`src/verilog/board_ctl_pkg.sv`:
```
// constants and types of the board control register bank
package board_ctl_pkg;

	// ---------------------------------------------------------------
	// register byte addresses
	// ---------------------------------------------------------------
	localparam logic [15:0] MAIN_CONTROL_OFS = 16'h2000;
	localparam logic [15:0] LOOPBACK_LINK_CONTROL_OFS = 16'h2004;
	localparam logic [15:0] LINE_DIRECTION_A_OFS = 16'h2008;
	localparam logic [15:0] LINE_DIRECTION_B_OFS = 16'h200c;
	localparam logic [15:0] LINE_TERMINATION_A_OFS = 16'h2010;
	localparam logic [15:0] LINE_TERMINATION_B_OFS = 16'h2014;
	localparam logic [15:0] LINE_DATA_A_OFS = 16'h2018;
	localparam logic [15:0] LINE_DATA_B_OFS = 16'h201c;
	localparam logic [15:0] RX_PORT_BASE_OFS = 16'h2020;
	localparam logic [15:0] RX_PORT_STEP = 16'h0004;

	// ---------------------------------------------------------------
	// main control field positions
	// ---------------------------------------------------------------
	localparam int ID_LSB = 24;
	localparam int LED_LSB = 24;
	localparam int INT_LINE_BIT = 23;
	localparam int INT_STAT_BIT = 22;
	localparam int FORCE_INT_BIT = 21;
	localparam int INT_EN_BIT = 20;
	localparam int FLAG_LOAD_BIT = 19;
	localparam int FIFO_CLEAR_BIT = 18;
	localparam int SYNTH_EN_BIT = 17;
	localparam int UPPER_LSB = 9;
	localparam int SDA_BIT = 8;
	localparam int SCL_LSB = 0;

	// ---------------------------------------------------------------
	// loop-back and link field positions
	// ---------------------------------------------------------------
	localparam int PEER_SENSE_BIT = 20;
	localparam int PEER_DIR_BIT = 17;
	localparam int PEER_VAL_BIT = 16;
	localparam int TX_GO_LSB = 8;
	localparam int RX_GO_LSB = 0;

	// ---------------------------------------------------------------
	// sizes, reset values and fifo flag defaults
	// ---------------------------------------------------------------
	localparam int CHANNELS = 8;
	localparam int HALF_LINES = 20;
	localparam int LINES = 40;
	localparam logic [7:0] DESIGN_ID_DEFAULT = 8'h5a; // arbitrary value
	localparam logic [39:0] LINE_RESET = 40'h00_0000_0000;
	localparam logic [11:0] ALMOST_EMPTY_LEVEL_DEFAULT = 12'h007;
	localparam int FLAG_WIDTH = 12;

	// ---------------------------------------------------------------
	// state of the register bank
	// ---------------------------------------------------------------
	typedef struct packed {
		logic [3:0] led;
		logic force_int;
		logic int_en;
		logic local_int;
		logic flag_load;
		logic fifo_clear;
		logic synth_en;
		logic [7:0] upper;
		logic sda_bit;
		logic [7:0] scl;
		logic peer_dir;
		logic peer_val;
		logic [7:0] tx_go;
		logic [7:0] rx_go;
		logic [39:0] dir;
		logic [39:0] term;
		logic [39:0] io;
		logic [31:0] rdata;
		logic rvalid;
		logic [7:0] move;
		logic [7:0] port_wr;
		logic [7:0] port_data;
	} state_t;

	// register bus request
	typedef struct packed {
		logic [15:0] addr;
		logic wr;
		logic rd;
		logic [31:0] wdata;
	} bus_req_t;

	// differential line pins
	typedef struct packed {
		logic [39:0] value;
		logic [39:0] oe;
		logic [39:0] term;
	} line_pins_t;

endpackage

```
`src/verilog/board_control_register_bank.sv`:
```
// control and status register bank of the reconfigurable board user logic
//
// Summary of operation
// - bits 27-24 write-only, one lights LED
// - bits 31-24 read back design identifier
// - bit 23 reads active-low interrupt line
// - bit 22 reads interrupt status, high
// - interrupt when force and enable set
// - bit 20 master enable, resets off
// - bit 18 holds receive FIFOs reset
// - bit 19 steers port writes to flags
// - offsets 12 bits, low byte first
// - each receive FIFO own write address
// - serial data low only when enabled, zero
// - bit 8 reads actual serial data line
// - bits 7-0 drive eight serial clocks
// - bits 16-9 drive synthesizer upper selects
// - bits 15-8 tx go, 7-0 rx go
// - mover runs while tx nonempty, rx notfull, not in clear or flag load
// - link driven from bit 16 when 17
// - bit 20 reads sampled link line
// - forty direction bits, reset to receive
// - forty termination bits, reset unterminated
// - line driven only when direction transmits
// - data read returns actual line levels
`timescale 1ns/1ps

module board_control_register_bank
#(
	parameter logic [7:0] DESIGN_ID = board_ctl_pkg::DESIGN_ID_DEFAULT
)
(
	input wire logic mclk_i,
	input wire logic nrst_i,
	input wire board_ctl_pkg::bus_req_t bus_i,
	output logic [31:0] bus_rdata_o,
	output logic bus_rvalid_o,
	output logic [3:0] led_on_o,
	output logic [3:0] led_n_o,
	output logic local_int_o,
	output logic lint_n_o,
	output logic rx_fifo_clear_o,
	output logic rx_flag_load_o,
	output logic [7:0] rx_port_wr_o,
	output logic [7:0] rx_port_data_o,
	output logic synth_en_o,
	input wire logic sda_i,
	output logic sda_o,
	output logic sda_oe_o,
	output logic [7:0] scl_o,
	output logic [7:0] synth_upper_select_o,
	input wire logic [7:0] tx_empty_i,
	input wire logic [7:0] rx_full_i,
	output logic [7:0] tx_mover_rd_o,
	output logic [7:0] rx_mover_wr_o,
	input wire logic peer_i,
	output logic peer_o,
	output logic peer_oe_o,
	input wire logic [39:0] line_i,
	output board_ctl_pkg::line_pins_t line_o
);
	import board_ctl_pkg::*;

	state_t s_q;
	state_t s_d;

	// ---------------------------------------------------------------
	// decode helpers
	// ---------------------------------------------------------------

	// address match for one register
	function automatic logic hit(input logic [15:0] a, input logic [15:0] ofs);
		hit = (a == ofs);
	endfunction

	// upper half of a forty bit field
	function automatic logic [31:0] upper20(input logic [39:0] v);
		upper20 = {12'h000, v[39:20]};
	endfunction

	// lower half of a forty bit field
	function automatic logic [31:0] lower20(input logic [39:0] v);
		lower20 = {12'h000, v[19:0]};
	endfunction

	logic [31:0] main_rd;
	logic [31:0] link_rd;
	logic [7:0] port_hit;

	// ---------------------------------------------------------------
	// read views
	// ---------------------------------------------------------------

	// main control read value
	always_comb
	begin
		main_rd = 32'h0000_0000;
		main_rd[ID_LSB +: 8] = DESIGN_ID;
		main_rd[INT_LINE_BIT] = ~s_q.local_int;
		main_rd[INT_STAT_BIT] = s_q.local_int;
		main_rd[FORCE_INT_BIT] = s_q.force_int;
		main_rd[INT_EN_BIT] = s_q.int_en;
		main_rd[FLAG_LOAD_BIT] = s_q.flag_load;
		main_rd[FIFO_CLEAR_BIT] = s_q.fifo_clear;
		main_rd[SYNTH_EN_BIT] = s_q.synth_en;
		main_rd[UPPER_LSB +: 8] = s_q.upper;
		main_rd[SDA_BIT] = sda_i;
		main_rd[SCL_LSB +: 8] = s_q.scl;
	end

	// link control read value
	always_comb
	begin
		link_rd = 32'h0000_0000;
		link_rd[PEER_SENSE_BIT] = peer_i;
		link_rd[PEER_DIR_BIT] = s_q.peer_dir;
		link_rd[PEER_VAL_BIT] = s_q.peer_val;
		link_rd[TX_GO_LSB +: 8] = s_q.tx_go;
		link_rd[RX_GO_LSB +: 8] = s_q.rx_go;
	end

	// one write address per receive fifo
	always_comb
	begin
		for (int n = 0; n < CHANNELS; n++)
		begin
			port_hit[n] = hit(bus_i.addr, RX_PORT_BASE_OFS + RX_PORT_STEP * 16'(n));
		end
	end

	// ---------------------------------------------------------------
	// next state
	// ---------------------------------------------------------------
	always_comb
	begin
		s_d = s_q;
		s_d.rvalid = 1'b0;
		s_d.port_wr = 8'h00;
		if (bus_i.wr)
		begin
			if (hit(bus_i.addr, MAIN_CONTROL_OFS))
			begin
				s_d.led = bus_i.wdata[LED_LSB +: 4];
				s_d.force_int = bus_i.wdata[FORCE_INT_BIT];
				s_d.int_en = bus_i.wdata[INT_EN_BIT];
				s_d.flag_load = bus_i.wdata[FLAG_LOAD_BIT];
				s_d.fifo_clear = bus_i.wdata[FIFO_CLEAR_BIT];
				s_d.synth_en = bus_i.wdata[SYNTH_EN_BIT];
				s_d.upper = bus_i.wdata[UPPER_LSB +: 8];
				s_d.sda_bit = bus_i.wdata[SDA_BIT];
				s_d.scl = bus_i.wdata[SCL_LSB +: 8];
			end
			if (hit(bus_i.addr, LOOPBACK_LINK_CONTROL_OFS))
			begin
				s_d.peer_dir = bus_i.wdata[PEER_DIR_BIT];
				s_d.peer_val = bus_i.wdata[PEER_VAL_BIT];
				s_d.tx_go = bus_i.wdata[TX_GO_LSB +: 8];
				s_d.rx_go = bus_i.wdata[RX_GO_LSB +: 8];
			end
			if (hit(bus_i.addr, LINE_DIRECTION_A_OFS))
				s_d.dir[39:20] = bus_i.wdata[19:0];
			if (hit(bus_i.addr, LINE_DIRECTION_B_OFS))
				s_d.dir[19:0] = bus_i.wdata[19:0];
			if (hit(bus_i.addr, LINE_TERMINATION_A_OFS))
				s_d.term[39:20] = bus_i.wdata[19:0];
			if (hit(bus_i.addr, LINE_TERMINATION_B_OFS))
				s_d.term[19:0] = bus_i.wdata[19:0];
			if (hit(bus_i.addr, LINE_DATA_A_OFS))
				s_d.io[39:20] = bus_i.wdata[19:0];
			if (hit(bus_i.addr, LINE_DATA_B_OFS))
				s_d.io[19:0] = bus_i.wdata[19:0];
			// offset bytes pass in write order
			s_d.port_wr = port_hit;
			if (|port_hit)
				s_d.port_data = bus_i.wdata[7:0];
		end
		s_d.local_int = s_d.force_int & s_d.int_en;
		// read data only on read decode
		if (bus_i.rd)
		begin
			s_d.rvalid = 1'b1;
			s_d.rdata = 32'h0000_0000;
			if (hit(bus_i.addr, MAIN_CONTROL_OFS))
				s_d.rdata = main_rd;
			if (hit(bus_i.addr, LOOPBACK_LINK_CONTROL_OFS))
				s_d.rdata = link_rd;
			if (hit(bus_i.addr, LINE_DIRECTION_A_OFS))
				s_d.rdata = upper20(s_q.dir);
			if (hit(bus_i.addr, LINE_DIRECTION_B_OFS))
				s_d.rdata = lower20(s_q.dir);
			if (hit(bus_i.addr, LINE_TERMINATION_A_OFS))
				s_d.rdata = upper20(s_q.term);
			if (hit(bus_i.addr, LINE_TERMINATION_B_OFS))
				s_d.rdata = lower20(s_q.term);
			if (hit(bus_i.addr, LINE_DATA_A_OFS))
				s_d.rdata = upper20(line_i);
			if (hit(bus_i.addr, LINE_DATA_B_OFS))
				s_d.rdata = lower20(line_i);
		end
		// move one word every other cycle while source has data and sink room, not during clear or flag load
		for (int n = 0; n < CHANNELS; n++)
		begin
			s_d.move[n] = s_q.tx_go[n] & s_q.rx_go[n] & ~tx_empty_i[n] & ~rx_full_i[n]
				& ~s_q.move[n] & ~s_q.fifo_clear & ~s_q.flag_load;
		end
	end

	// ---------------------------------------------------------------
	// state register
	// ---------------------------------------------------------------

	// all control bits clear at reset
	always_ff @(posedge mclk_i or negedge nrst_i)
	begin
		if (!nrst_i)
		begin
			s_q <= '0;
			s_q.dir <= LINE_RESET;
			s_q.term <= LINE_RESET;
			s_q.io <= LINE_RESET;
		end
		else
			s_q <= s_d;
	end

	// ---------------------------------------------------------------
	// outputs
	// ---------------------------------------------------------------

	// bus answer
	assign bus_rdata_o = s_q.rdata;
	assign bus_rvalid_o = s_q.rvalid;

	// leds lit by ones, low side switched
	assign led_on_o = s_q.led;
	assign led_n_o = ~s_q.led;

	// interrupt lines
	assign local_int_o = s_q.local_int;
	assign lint_n_o = ~s_q.local_int;

	assign rx_fifo_clear_o = s_q.fifo_clear;
	assign rx_flag_load_o = s_q.flag_load;
	assign rx_port_wr_o = s_q.port_wr;
	assign rx_port_data_o = s_q.port_data;

	// serial data pulled low or released
	assign synth_en_o = s_q.synth_en;
	assign sda_o = 1'b0;
	assign sda_oe_o = s_q.synth_en & ~s_q.sda_bit;
	assign scl_o = s_q.scl;
	assign synth_upper_select_o = s_q.upper;

	// loop-back mover strobes
	assign tx_mover_rd_o = s_q.move;
	assign rx_mover_wr_o = s_q.move;

	assign peer_o = s_q.peer_val;
	assign peer_oe_o = s_q.peer_dir;

	assign line_o.value = s_q.io;
	assign line_o.oe = s_q.dir;
	assign line_o.term = s_q.term;
endmodule

```
`config.mk`:
```
export PLATFORM = sky130hd
export DESIGN_NAME = board_control_register_bank
export DESIGN_NICKNAME = d
export VERILOG_FILES = /design/src/verilog/board_ctl_pkg.sv /design/src/verilog/board_control_register_bank.sv
export SDC_FILE = /design/constraint.sdc
export NUM_CORES = 1
export LEC_CHECK = 0
export BUFFER_PORTS_ARGS = -buffer_cell sky130_fd_sc_hd__buf_2
export CORE_MARGIN = 4
export CORE_UTILIZATION = 52
export DETAILED_ROUTE_END_ITERATION = 10
export MAX_ROUTING_LAYER = met4
export PLACE_DENSITY = 0.8
export SLEW_MARGIN = 15
export SYNTH_ARGS = -nofsm -noshare
export SYNTH_HDL_FRONTEND = slang
export SYNTH_SLANG_ARGS = --single-unit
export TNS_END_PERCENT = 1
```
`constraint.sdc`:
```
create_clock -name mclk_i -period 1.6 [get_ports mclk_i]
set_input_delay 0 -clock mclk_i [delete_from_list [all_inputs] [get_ports mclk_i]]
set_output_delay 0 -clock mclk_i [all_outputs]
set_load 0.03 [all_outputs]
```
Yosys cells after proc, flatten, opt, wreduce, memory -nomap -nowiden --
Index checks and enable logic that the tools add are counted.
Cells by class: order comparisons 0, equal/unequal tests 16, multipliers 0, shifts and indexed selects 0, $add $sub $neg 0, div/mod/pow operators 0, bitwise logic cells 79, reductions and logical operators 10, multiplexer cells 13
Operators by type and width (count):
- $eq 16x14->1 const B | 16
- $mux 32 | 7
- $and 1x1->1 | 50
- $mux 31 | 1
- $not 1->1 | 28
- $reduce_and 2->1 | 9
- $mux 16 | 1
- $mux 8 | 1
- $reduce_or 8->1 | 1
- $mux 2 | 2
- $not 4->4 | 1
- $mux 1 | 1
Storage, ports and cells: bits in registers 222, ROM bits 0, logic and storage cells 143, latch bits 0, input port bits 110, memories 0, bits in writable memories 0

Logic depth before layout (Yosys ltp) --
Gate-level depths: netlist of the first run.
word-level depth 9, gate-level depth with buffers 8, depth with buffers taken out 5

Least setup slack after synthesis of the first run --
Ideal clock, no wire load.
path type input to register, start input bus_i[39] (netlist name), end register s_q, in the netlist line_o[40], setup slack -0.527 ns, data required time 1.475 ns, stages on the path 7, arrival 2.003 ns, library setup time 0.125 ns, path through or4_1 > clkbuf_1 > or4_1 > clkbuf_1 > nor2_1 > buf_4 > mux2_2
On the way: longest elaborated chain between the ends 2
Ends and longest elaborated chain:
- start: declaration | RTL line board_control_register_bank.sv:35 | input wire board_ctl_pkg::bus_req_t bus_i,
- $eq 16x14->1 | RTL line board_control_register_bank.sv:73 | hit = (a == ofs);
- $reduce_and 2->1 (no source line)
- end: declaration | RTL line board_control_register_bank.sv:64 | state_t s_q;
Every way passes these cells. A chain may end at the register's enable or synchronous reset.

Worst setup path in the final report of the first run --
start input bus_i[43] (netlist name), end register s_q, in the netlist rx_port_data_o[6]
On the way: longest elaborated chain between the ends 3
Ends and longest elaborated chain:
- $eq 16x14->1 | RTL line board_control_register_bank.sv:73
- $reduce_or 8->1 (*) | RTL line board_control_register_bank.sv:174 | if (|port_hit)
- $reduce_and 2->1 (no source line) (*)
Mark *: on every way between the ends. The rest lies on a longest branch, timed or not.

==> reports/metrics.cfg, run 1 <==
[finish]
drive_gt1_frac = 0.5364
antenna_cells = 0
multiInputGateArea_sq_mm = 0.003871
nets = 1304
seqCellArea_sq_mm = 0.005380
nFillCells = 1487
fin_util = 0.6677
design_area_sq_mm = 0.01364
area_growth_syn_to_layout_pct = 24.78
final_cells = 1480

[route]
drt-initial-drc-count = 465
drtPass1Iterations = 5
wire_per_inst_um = 22.71
drc_errors = 0
routed_wl_um = 33620
vias_per_cell = 5.508
ant_nets = 0
dr_total_vias = 8152

[clock_tree]
clock_sinks = 215
cts_inserted_buffers = 23
cts_max_level = 1
insertion_delay_ns = 0.50
clk_pin_slew_ns = 0.06
cts_tree = yes
clockBufferDepth = 3
clockRootBuffer = clkbuf_16

[yosys]
postSynthCellCount = 934
yosys_warnings = 0
synth_edf_count = 0
synthTopCellsByCount = dfrtp_1 (215), buf_4 (208), mux2_2 (190)
synth_area_sq_mm = 0.01093
synth-async-reset-ratio = 1.000
synth_most_common_cell = dfrtp_1
yosys.area.top_type_share = 0.4922
synth_top_flop_cell = dfrtp_1
yosysSeqAreaShare = 0.4922
yosys.area.top_type = dfrtp_1
ys_types = 53
postSynthAreaPerCell_sq_um = 11.70
synth-seq-cells = 215
netlist_top_cells_area = dfrtp_1 (49%), mux2_2 (20%), buf_4 (14%), nor2_1 (2.5%), o221ai_1 (1.4%)

[sta]
whs_ns = 0.01792
finalWorstSetupSlack_ns = 0.004934
post-route-period-util = 0.9969
fin_tns_setup_ns = 0
layout_min_cycle_time_ns = 1.595
setup_viol = 0
rsz0062_at_grt = yes
hold_viol = 0
report.final.slew_viol_count = 0
clock_skew_ns = 0.01128
clock.fmax_ghz = 0.6269

[setup_path]
required_ns = 1.98
slowest_stage = or4_4
arrival_ns = 1.97
critPathMaxFanout = 8
cp_top_family = simple AND/OR/NAND/NOR gates
path_buf_inv = 3
critPathLaunchType = input port
max_stage_delay_ns = 0.59
path_cells = buf_2, or4_4, or2_1, buf_4, nor4_4, buf_12, mux2_2
worstSetupPathType = in2reg
r2r_setup_slack_ns = 0.23
crit_path_end_kind = flop

[power]
leakagePower_nw = 7.411
pwr_density_cell_mw_per_mm2 = 867.8
p_total_mw = 11.84
ir_drop_uv = 813.6

[placed_design]
port_buffers = 316
dp_cells = 1351
routabilityCongestion = 0.8972
dp_hpwl_um = 23310
place_area_sq_mm = 0.01193
place_ws_ns = -0.5779

[hold_path]
hold_class = in2async

[global_routing]
grt_pass1_vias = 8756
grt_overflow_total = 0
antenna_found_initial = 1
grt_pass1_wl_um = 51480
grt_max_degree = 51
track_usage = 0.2883

[floorplan]
die_area_sq_mm = 0.02341
die_height_um = 153.0
rows = 52
fp.dieW_um = 153.0
core_area_sq_mm = 0.02043
start_util = 0.5351
io-pin-count = 328

[flow_run]
drv_cap = 0

[outcome]
outcome = complete, no violations

## worst paths after layout
check	startpoint	endpoint	cells after the start
max in group asynchronous	nrst_i	rx_mover_wr_o[2]$_DFF_PN0_	3
hold reg to reg	rx_mover_wr_o[2]$_DFF_PN0_	rx_mover_wr_o[2]$_DFF_PN0_	1
setup / recovery	bus_i[43]	rx_port_data_o[6]$_DFFE_PN0P_	7
hold / removal	nrst_i	line_o[19]$_DFFE_PN0P_	2
setup reg to reg	main_rd[20]$_DFF_PN0_	bus_rdata_o[20]$_DFFE_PN0P_	3
min in group mclk_i	line_i[37]	bus_rdata_o[17]$_DFFE_PN0P_	4
## area by class of cell
cell class                      instances  share of cell area
Sequential cell                       215              0.3944
Multi-Input combinational cell        464              0.2838
Timing Repair Buffer                  483              0.2378
Clock buffer                           33             0.04861
Tap cell                              270             0.02477
Clock inverter                          8            0.008714
Inverter                                7            0.001926
## what timing repair did
item | in CTS | in global routing
endpoints found under the setup margin | 18 | 112
buffers inserted | 0 | 1
pin swaps | 1 | 4
hold endpoints to repair | 422 | 0
hold buffers | 86 | 0
cloned | 1 | 0
gates resized for setup | 8 | 7
## layout by cell type, fill, tap and decap left out, types with 13 or more instances in the layout
| cell type | netlist | final |
|---|---|---|
| buf_2 | 11 | 315 |
| buf_12 | 0 | 14 |
| clkbuf_16 | 0 | 23 |
| dlygate4sd3_1 | 0 | 86 |
| nor2_1 | 74 | 70 |
| a21oi_1 | 18 | 18 |
| a22oi_1 | 14 | 14 |
| dfrtp_1 | 215 | 215 |
| buf_4 | 208 | 65 |
| mux2_2 | 190 | 190 |
| o21ai_0 | 15 | 13 |
| o221ai_1 | 17 | 16 |
| nand2_1 | 16 | 16 |
## sequential cells by signal, summed over array words and instances (netlist names), 2 cells and up
register	count
rx_port_wr_o	8
link_rd	16
rx_port_data_o	8
scl_o	8
synth_upper_select_o	8
bus_rdata_o	25
main_rd	2
line_o	120
led_on_o	4
rx_mover_wr_o	8
## kinds of logic (layout without fill, tap and decap cells)
group                  after synthesis  count (layout)  share of synthesized area
multiplexers                       197             197                     0.2021
other                                1               5                  0.0003430
AO/OA/AOI/OAI                      107             107                    0.07165
buffers and inverters              259             531                     0.1623
flip-flops                         215             215                     0.4922
AND/OR/NAND/NOR                    155             155                    0.07142
## routing by layer
layer,vias up,GRT usage,share of wire
li1,3596,-,-
met1,4061,0.3581,0.40
met2,426,0.4824,0.50
met3,69,0.05909,0.079
met4,0,0.08188,0.027
met5,-,-,0
## power breakdown
| group | switching (mW) | internal (mW) | leakage [nW] |
|---|---|---|---|
| combinational | 0.484 | 0.379 | 4.03 |
| clock | 2.15 | 3.36 | 0.387 |
| sequential | 0.00815 | 5.45 | 2.99 |
| total | 2.65 | 9.19 | 7.41 |
Note: power is estimated with default switching activity, not from simulation.
==> inputs of run 2 (changes only) <==
ABC_AREA = 1   (was default)
PLACE_DENSITY = 0.81   (was 0.8)
==> run 2 against run 1 <==
Compared with the run above: the run now ends with negative hold slack left; global-route usage increased by 0.54 points; register-to-register slack improved by 0.07 ns; core utilization decreased by 2.2 points; die area decreased by 1.5%; fmax increased by 1.7%; total power increased by 1.0%; synthesized cell count increased by 36%; clock power increased by 6.5%; non-clock buffer count decreased by 42; wire length decreased by 0.25%; first-iteration DRC count increased by 100%; largest power group unchanged; highest routed layer unchanged.
==> reports/metrics.cfg, run 2 <==
[placed_design]
port_buffers = 316
dp_cells = 1615
routabilityCongestion = 0.8947
dp_hpwl_um = 22590
place_ws_ns = 0.01615

[sta]
post-route-period-util = 0.9806
whs_ns = -0.0006860
hold_viol = 1
clock.fmax_ghz = 0.6373
report.final.slew_viol_count = 0
clock_skew_ns = 0.01456
setup_viol = 0
layout_min_cycle_time_ns = 1.569
maxSlewHeadroom = 0.6430
rsz0062_at_grt = yes
finalWorstSetupSlack_ns = 0.03099
worst_pin_slew_ns = 0.5349

[clock_tree]
clock_sinks = 215
insertion_delay_ns = 0.52
cts_tree = yes
postCtsSetupBuffers = 0
clockRootBuffer = clkbuf_16
cts_max_level = 1
clk_pin_slew_ns = 0.06
clockBufferDepth = 3
cts_inserted_buffers = 24

[setup_path]
slowest_stage = dlygate4sd3_1
crit_path_end_kind = flop
critPathLaunchType = input port
worstSetupPathType = in2reg
max_stage_delay_ns = 0.53
critPathMaxFanout = 9
path_cells = dlygate4sd3_1, buf_2, nor2_2, nand3_1, nor2_4, buf_12, nand3_1, nand4_1, nor2_1, nand4_1, nand2_1, nand2_1
arrival_ns = 2.02
required_ns = 2.05

[finish]
area_growth_syn_to_layout_pct = 21.76
drive_gt1_frac = 0.2696
final_cell_mix = buf_2 (315), nand2_1 (252), dfrtp_1 (215), o21ai_0 (161), nand3_1 (149)
nets = 1573
largest_reg_flops = 120
antenna_cells = 0
nFillCells = 1629
final_common_cell = buf_2
final_cells = 1750

[outcome]
violations = negative hold slack
outcome = complete, but fails checks

[route]
drt-initial-drc-count = 947
drtPass1Iterations = 5
ant_nets = 0
dr_total_vias = 9462
vias_per_cell = 5.407
wire_per_inst_um = 19.16
routed_wl_um = 33530
drc_errors = 0

[yosys]
postSynthAreaPerCell_sq_um = 8.497
synth_top_flop_cell = dfrtp_1
yosys.area.top_type = dfrtp_1
synth_most_common_cell = nand2_1
synth_area_sq_mm = 0.01076
ys_types = 25
yosys_warnings = 0
synth-seq-cells = 215
synth-async-reset-ratio = 1.000
yosys.area.top_type_share = 0.5001
netlist_top_cells_area = dfrtp_1 (50%), buf_4 (14%), nand2_1 (8.8%), o21ai_0 (7.6%), nand3_1 (6.9%)
synth_edf_count = 0
yosysSeqAreaShare = 0.5001
postSynthCellCount = 1266
synthTopCellsByCount = nand2_1 (252), dfrtp_1 (215), buf_4 (206)

[floorplan]
fp.dieW_um = 151.8
die_height_um = 151.8
rows = 52
start_util = 0.5300
core_area_sq_mm = 0.02030
io-pin-count = 328
die_area_sq_mm = 0.02305

[global_routing]
grt_pass1_vias = 9327
track_usage = 0.2937
antenna_found_initial = 0
grt_overflow_total = 0
grt_pass1_wl_um = 53250
grt_max_degree = 59

[power]
pwr_density_cell_mw_per_mm2 = 912.8
leakagePower_nw = 6.798
ir_drop_uv = 694.8

[hold_path]
hold_class = in2reg

[flow_run]
drv_cap = 0

run 2: cell count changes in the layout (fill, tap and decap cells not counted), sizes merged, moves of 42 or more:
| cell | before | now |
|---|---|---|
| nand3 | 12 | 151 |
| mux2 | 190 | 0 |
| buf | 397 | 349 |
| nand4 | 0 | 42 |
| nand2 | 16 | 254 |
| inv | 7 | 64 |
| o21ai | 19 | 170 |
run 2: report_power, final:
| part | total, mW | switching [mW] | internal (mW) |
|---|---|---|---|
| Clock | 5.87 | 2.23 | 3.64 |
| Sequential | 5.44 | 0.00173 | 5.44 |
| Combinational | 0.640 | 0.365 | 0.275 |
run 2: metal layers:
| layer | vias to the layer above | wire length (um) | global-route usage |
|---|---|---|---|
| met3 | 98 | 3386 | 0.07935 |
| met4 | 0 | 1534 | 0.1156 |
| li1 | 4349 | - | - |
| met1 | 4459 | 13410 | 0.3818 |
| met5 | - | 0 | - |
| met2 | 556 | 15200 | 0.4424 |
run 2: layout make-up:
class / count / area (sq um) / area share
sequential: 215 / 5380 / 0.4107
clock inverter: 9 / 151.4 / 0.01156
multi-input combinational: 716 / 3323 / 0.2537
inverter: 65 / 244.0 / 0.01863
tap: 270 / 337.8 / 0.02579
timing repair buffer: 441 / 2973 / 0.2270
clock buffer: 34 / 689.4 / 0.05263
run 2: cell families (layout without fill, tap and decap cells):
family          after synthesis  after routing  synth area share
other cells                   1              5         0.0003486
flops                       215            215            0.5001
compound gates              183            183           0.08676
simple gates                528            528            0.2190
buf+inv                     339            549            0.1938
run 2: repair_timing:
item	CTS	global route
hold buffers	92	0
hold endpoints to repair	400	0
resized for setup	0	6
setup endpoints to repair	0	56
run 2: worst paths after layout:
path | startpoint | slack [ns] | to | cells past startpoint
worst max-delay path | bus_i[35] | 0.03 | bus_rdata_o[9]$_DFFE_PN0P_ | 12
worst min-delay path | bus_i[9] | -0.0007 | line_o[49]$_DFFE_PN0P_ | 3
worst max register to register | line_o[49]$_DFFE_PN0P_ | 0.30 | bus_rdata_o[9]$_DFFE_PN0P_ | 6
worst min register to register | rx_mover_wr_o[2]$_DFF_PN0_ | 0.45 | rx_mover_wr_o[2]$_DFF_PN0_ | 1
max in group asynchronous | nrst_i | 0.44 | line_o[82]$_DFFE_PN0P_ | 4
min in group asynchronous | nrst_i | 0.51 | line_o[106]$_DFFE_PN0P_ | 3
run 2: critical path: cells and delay by family:
family / cells / cell delay (ns)
and+or+nand+nor: 9 / 1.18
buffers and inverters: 3 / 0.82
run 2: per-stage QoR:
step	hold slack, ns	utilization	total power, mW	setup TNS, ns	area, sq um
after CTS	0.002362	0.6445	12.01	0	13080
after global routing	0.03499	0.6453	12.34	-0.9236	13100
final	-0.0006860	0.6453	11.96	0	13100
after global placement	-0.07681	0.5578	5.990	0	11320
after floorplan	-0.2956	-	5.668	0	10770
after detailed placement	-0.07620	0.5578	5.994	0	11320
==> inputs of run 3 (changes only) <==
ABC_AREA = default   (was 1)
GPL_ROUTABILITY_DRIVEN = 0   (was default)
PLACE_DENSITY = 0.8   (was 0.81)
==> run 3 against run 2 <==
Compared with the run above: the run ends with negative setup slack left; cell count fell by 16%; combinational power rose by 35%; via count fell by 13%; register-to-register slack got worse by 0.08 ns; non-clock buffer count rose by 35; wire length rose by 0.37%; global-route usage fell by 0.66 points; count of clock-buffer cells in the layout fell by 1; total power fell by 5.0%; critical path type unchanged.
==> reports/metrics.cfg, run 3 (synthesis gave the netlist of run 1 again) <==
[outcome]
outcome = complete, but fails checks
violations = negative setup slack

[global_routing]
grt_pass1_wl_um = 51330
grt_overflow_total = 0
grt_pass1_vias = 8796
track_usage = 0.2872
grt_max_degree = 51
antenna_found_initial = 1

[setup_path]
critPathLaunchType = input port
max_stage_delay_ns = 0.62
path_buf_inv = 2
cp_top_family = simple AND/OR/NAND/NOR gates
slowest_stage = or4b_4
arrival_ns = 1.99
required_ns = 1.98
worstSetupPathType = in2reg
path_cells = buf_2, or4b_4, or4_4, nor2_4, buf_12, mux2_2
crit_path_end_kind = flop
critPathMaxFanout = 20

[sta]
rsz0062_at_grt = yes
layout_min_cycle_time_ns = 1.615
maxSlewHeadroom = 0.6421
setup_viol = 2
hold_viol = 0
clock_skew_ns = 0.005676
whs_ns = 0.02156
report.final.slew_viol_count = 0
fin_tns_setup_ns = -0.01916
finalWorstSetupSlack_ns = -0.01473
post-route-period-util = 1.009
clock.fmax_ghz = 0.6193
worst_pin_slew_ns = 0.5294

[power]
ir_drop_uv = 707.0
pwr_density_cell_mw_per_mm2 = 842.9
leakagePower_nw = 7.304

[clock_tree]
clockRootBuffer = clkbuf_16
cts_inserted_buffers = 23
cts_max_level = 1
postCtsSetupBuffers = 0
clk_pin_slew_ns = 0.06
insertion_delay_ns = 0.50
cts_tree = yes
clock_sinks = 215
clockBufferDepth = 3

[route]
drt-initial-drc-count = 559
dr_total_vias = 8228
ant_nets = 0
wire_per_inst_um = 22.88
drtPass1Iterations = 5
drc_errors = 0
vias_per_cell = 5.593
routed_wl_um = 33660

[finish]
area_growth_syn_to_layout_pct = 23.26
final_cell_mix = buf_2 (315), dfrtp_1 (215), mux2_2 (190), dlygate4sd3_1 (87), nor2_1 (70)
multiInputGateArea_sq_mm = 0.003864
largest_reg_flops = 120
drive_gt1_frac = 0.5300
nFillCells = 1487
final_common_cell = buf_2
seqCellArea_sq_mm = 0.005380
nets = 1297

[floorplan]
die_height_um = 153.0
start_util = 0.5351
core_area_sq_mm = 0.02043
rows = 52
die_area_sq_mm = 0.02341
fp.dieW_um = 153.0
io-pin-count = 328

[placed_design]
dp_hpwl_um = 23100
port_buffers = 316

[flow_run]
drv_cap = 0

[hold_path]
hold_class = in2async

## run 3: cell types whose count changed in the layout (fill, tap and decap cells not counted), sizes merged, moves of 14 or more
cell	before	now
nand2	254	16
mux2	0	190
o21ai	170	19
nand3	151	12
inv	64	8
nand4	42	0
buf	349	389
o221ai	0	17
a21oi	6	20
a22oi	0	14
## run 3: metal layers
| metal | share of wire | vias up | track usage |
|---|---|---|---|
| li1 | - | 3587 | - |
| met1 | 0.39 | 4080 | 0.3549 |
| met2 | 0.49 | 479 | 0.4725 |
| met3 | 0.079 | 82 | 0.05174 |
| met4 | 0.040 | 0 | 0.1124 |
| met5 | 0 | - | - |
## run 3: metrics by stage
stage	power, mW	setup slack [ns]	util	std cells	area [sq um]
3_3_place_gp	6.226	-0.5459	0.5805	1345	11860
6_report	11.36	-0.01473	0.6595	1471	13470
4_1_cts	11.42	0.001841	0.6582	1470	13450
3_5_place_dp	6.239	-0.5719	0.5805	1345	11860
2_1_floorplan	5.797	-0.4305	-	938	11000
5_1_grt	11.71	-0.04395	0.6595	1471	13470
## run 3: worst paths after layout
kind	to	depth (start not counted)	slack (ns)	startpoint
worst min register to register	rx_mover_wr_o[5]$_DFF_PN0_	1	0.47	rx_mover_wr_o[5]$_DFF_PN0_
min in group mclk_i	rx_flag_load_o$_DFFE_PN0P_	4	0.04	bus_i[33]
worst min-delay path	rx_port_data_o[6]$_DFFE_PN0P_	2	0.02	nrst_i
worst max register to register	bus_rdata_o[20]$_DFFE_PN0P_	3	0.22	main_rd[20]$_DFF_PN0_
worst max-delay path	line_o[48]$_DFFE_PN0P_	6	-0.01	bus_i[46]
max in group asynchronous	rx_mover_wr_o[2]$_DFF_PN0_	3	0.97	nrst_i
## run 3: final cells by class
type,count,share of cell area
tap,270,0.02507
timing repair buffer,476,0.2348
multi-input combinational,464,0.2867
clock inverter,5,0.004179
antenna,1,0.0001857
inverter,7,0.001950
sequential,215,0.3993
clock buffer,33,0.04773
## run 3: what timing repair did
| action | in CTS | in global routing |
|---|---|---|
| endpoints found under the hold margin | 425 | 0 |
| setup endpoints to repair | 36 | 77 |
| hold buffers | 87 | 0 |
| pin swaps | 0 | 1 |
| gates resized for setup | 4 | 10 |
## run 3: where the power goes
| part | internal, mW | total (mW) | switching, mW |
|---|---|---|---|
| registers | 5.45 | 5.46 | 0.00908 |
| logic | 0.375 | 0.862 | 0.487 |
| clock network | 2.94 | 5.03 | 2.09 |
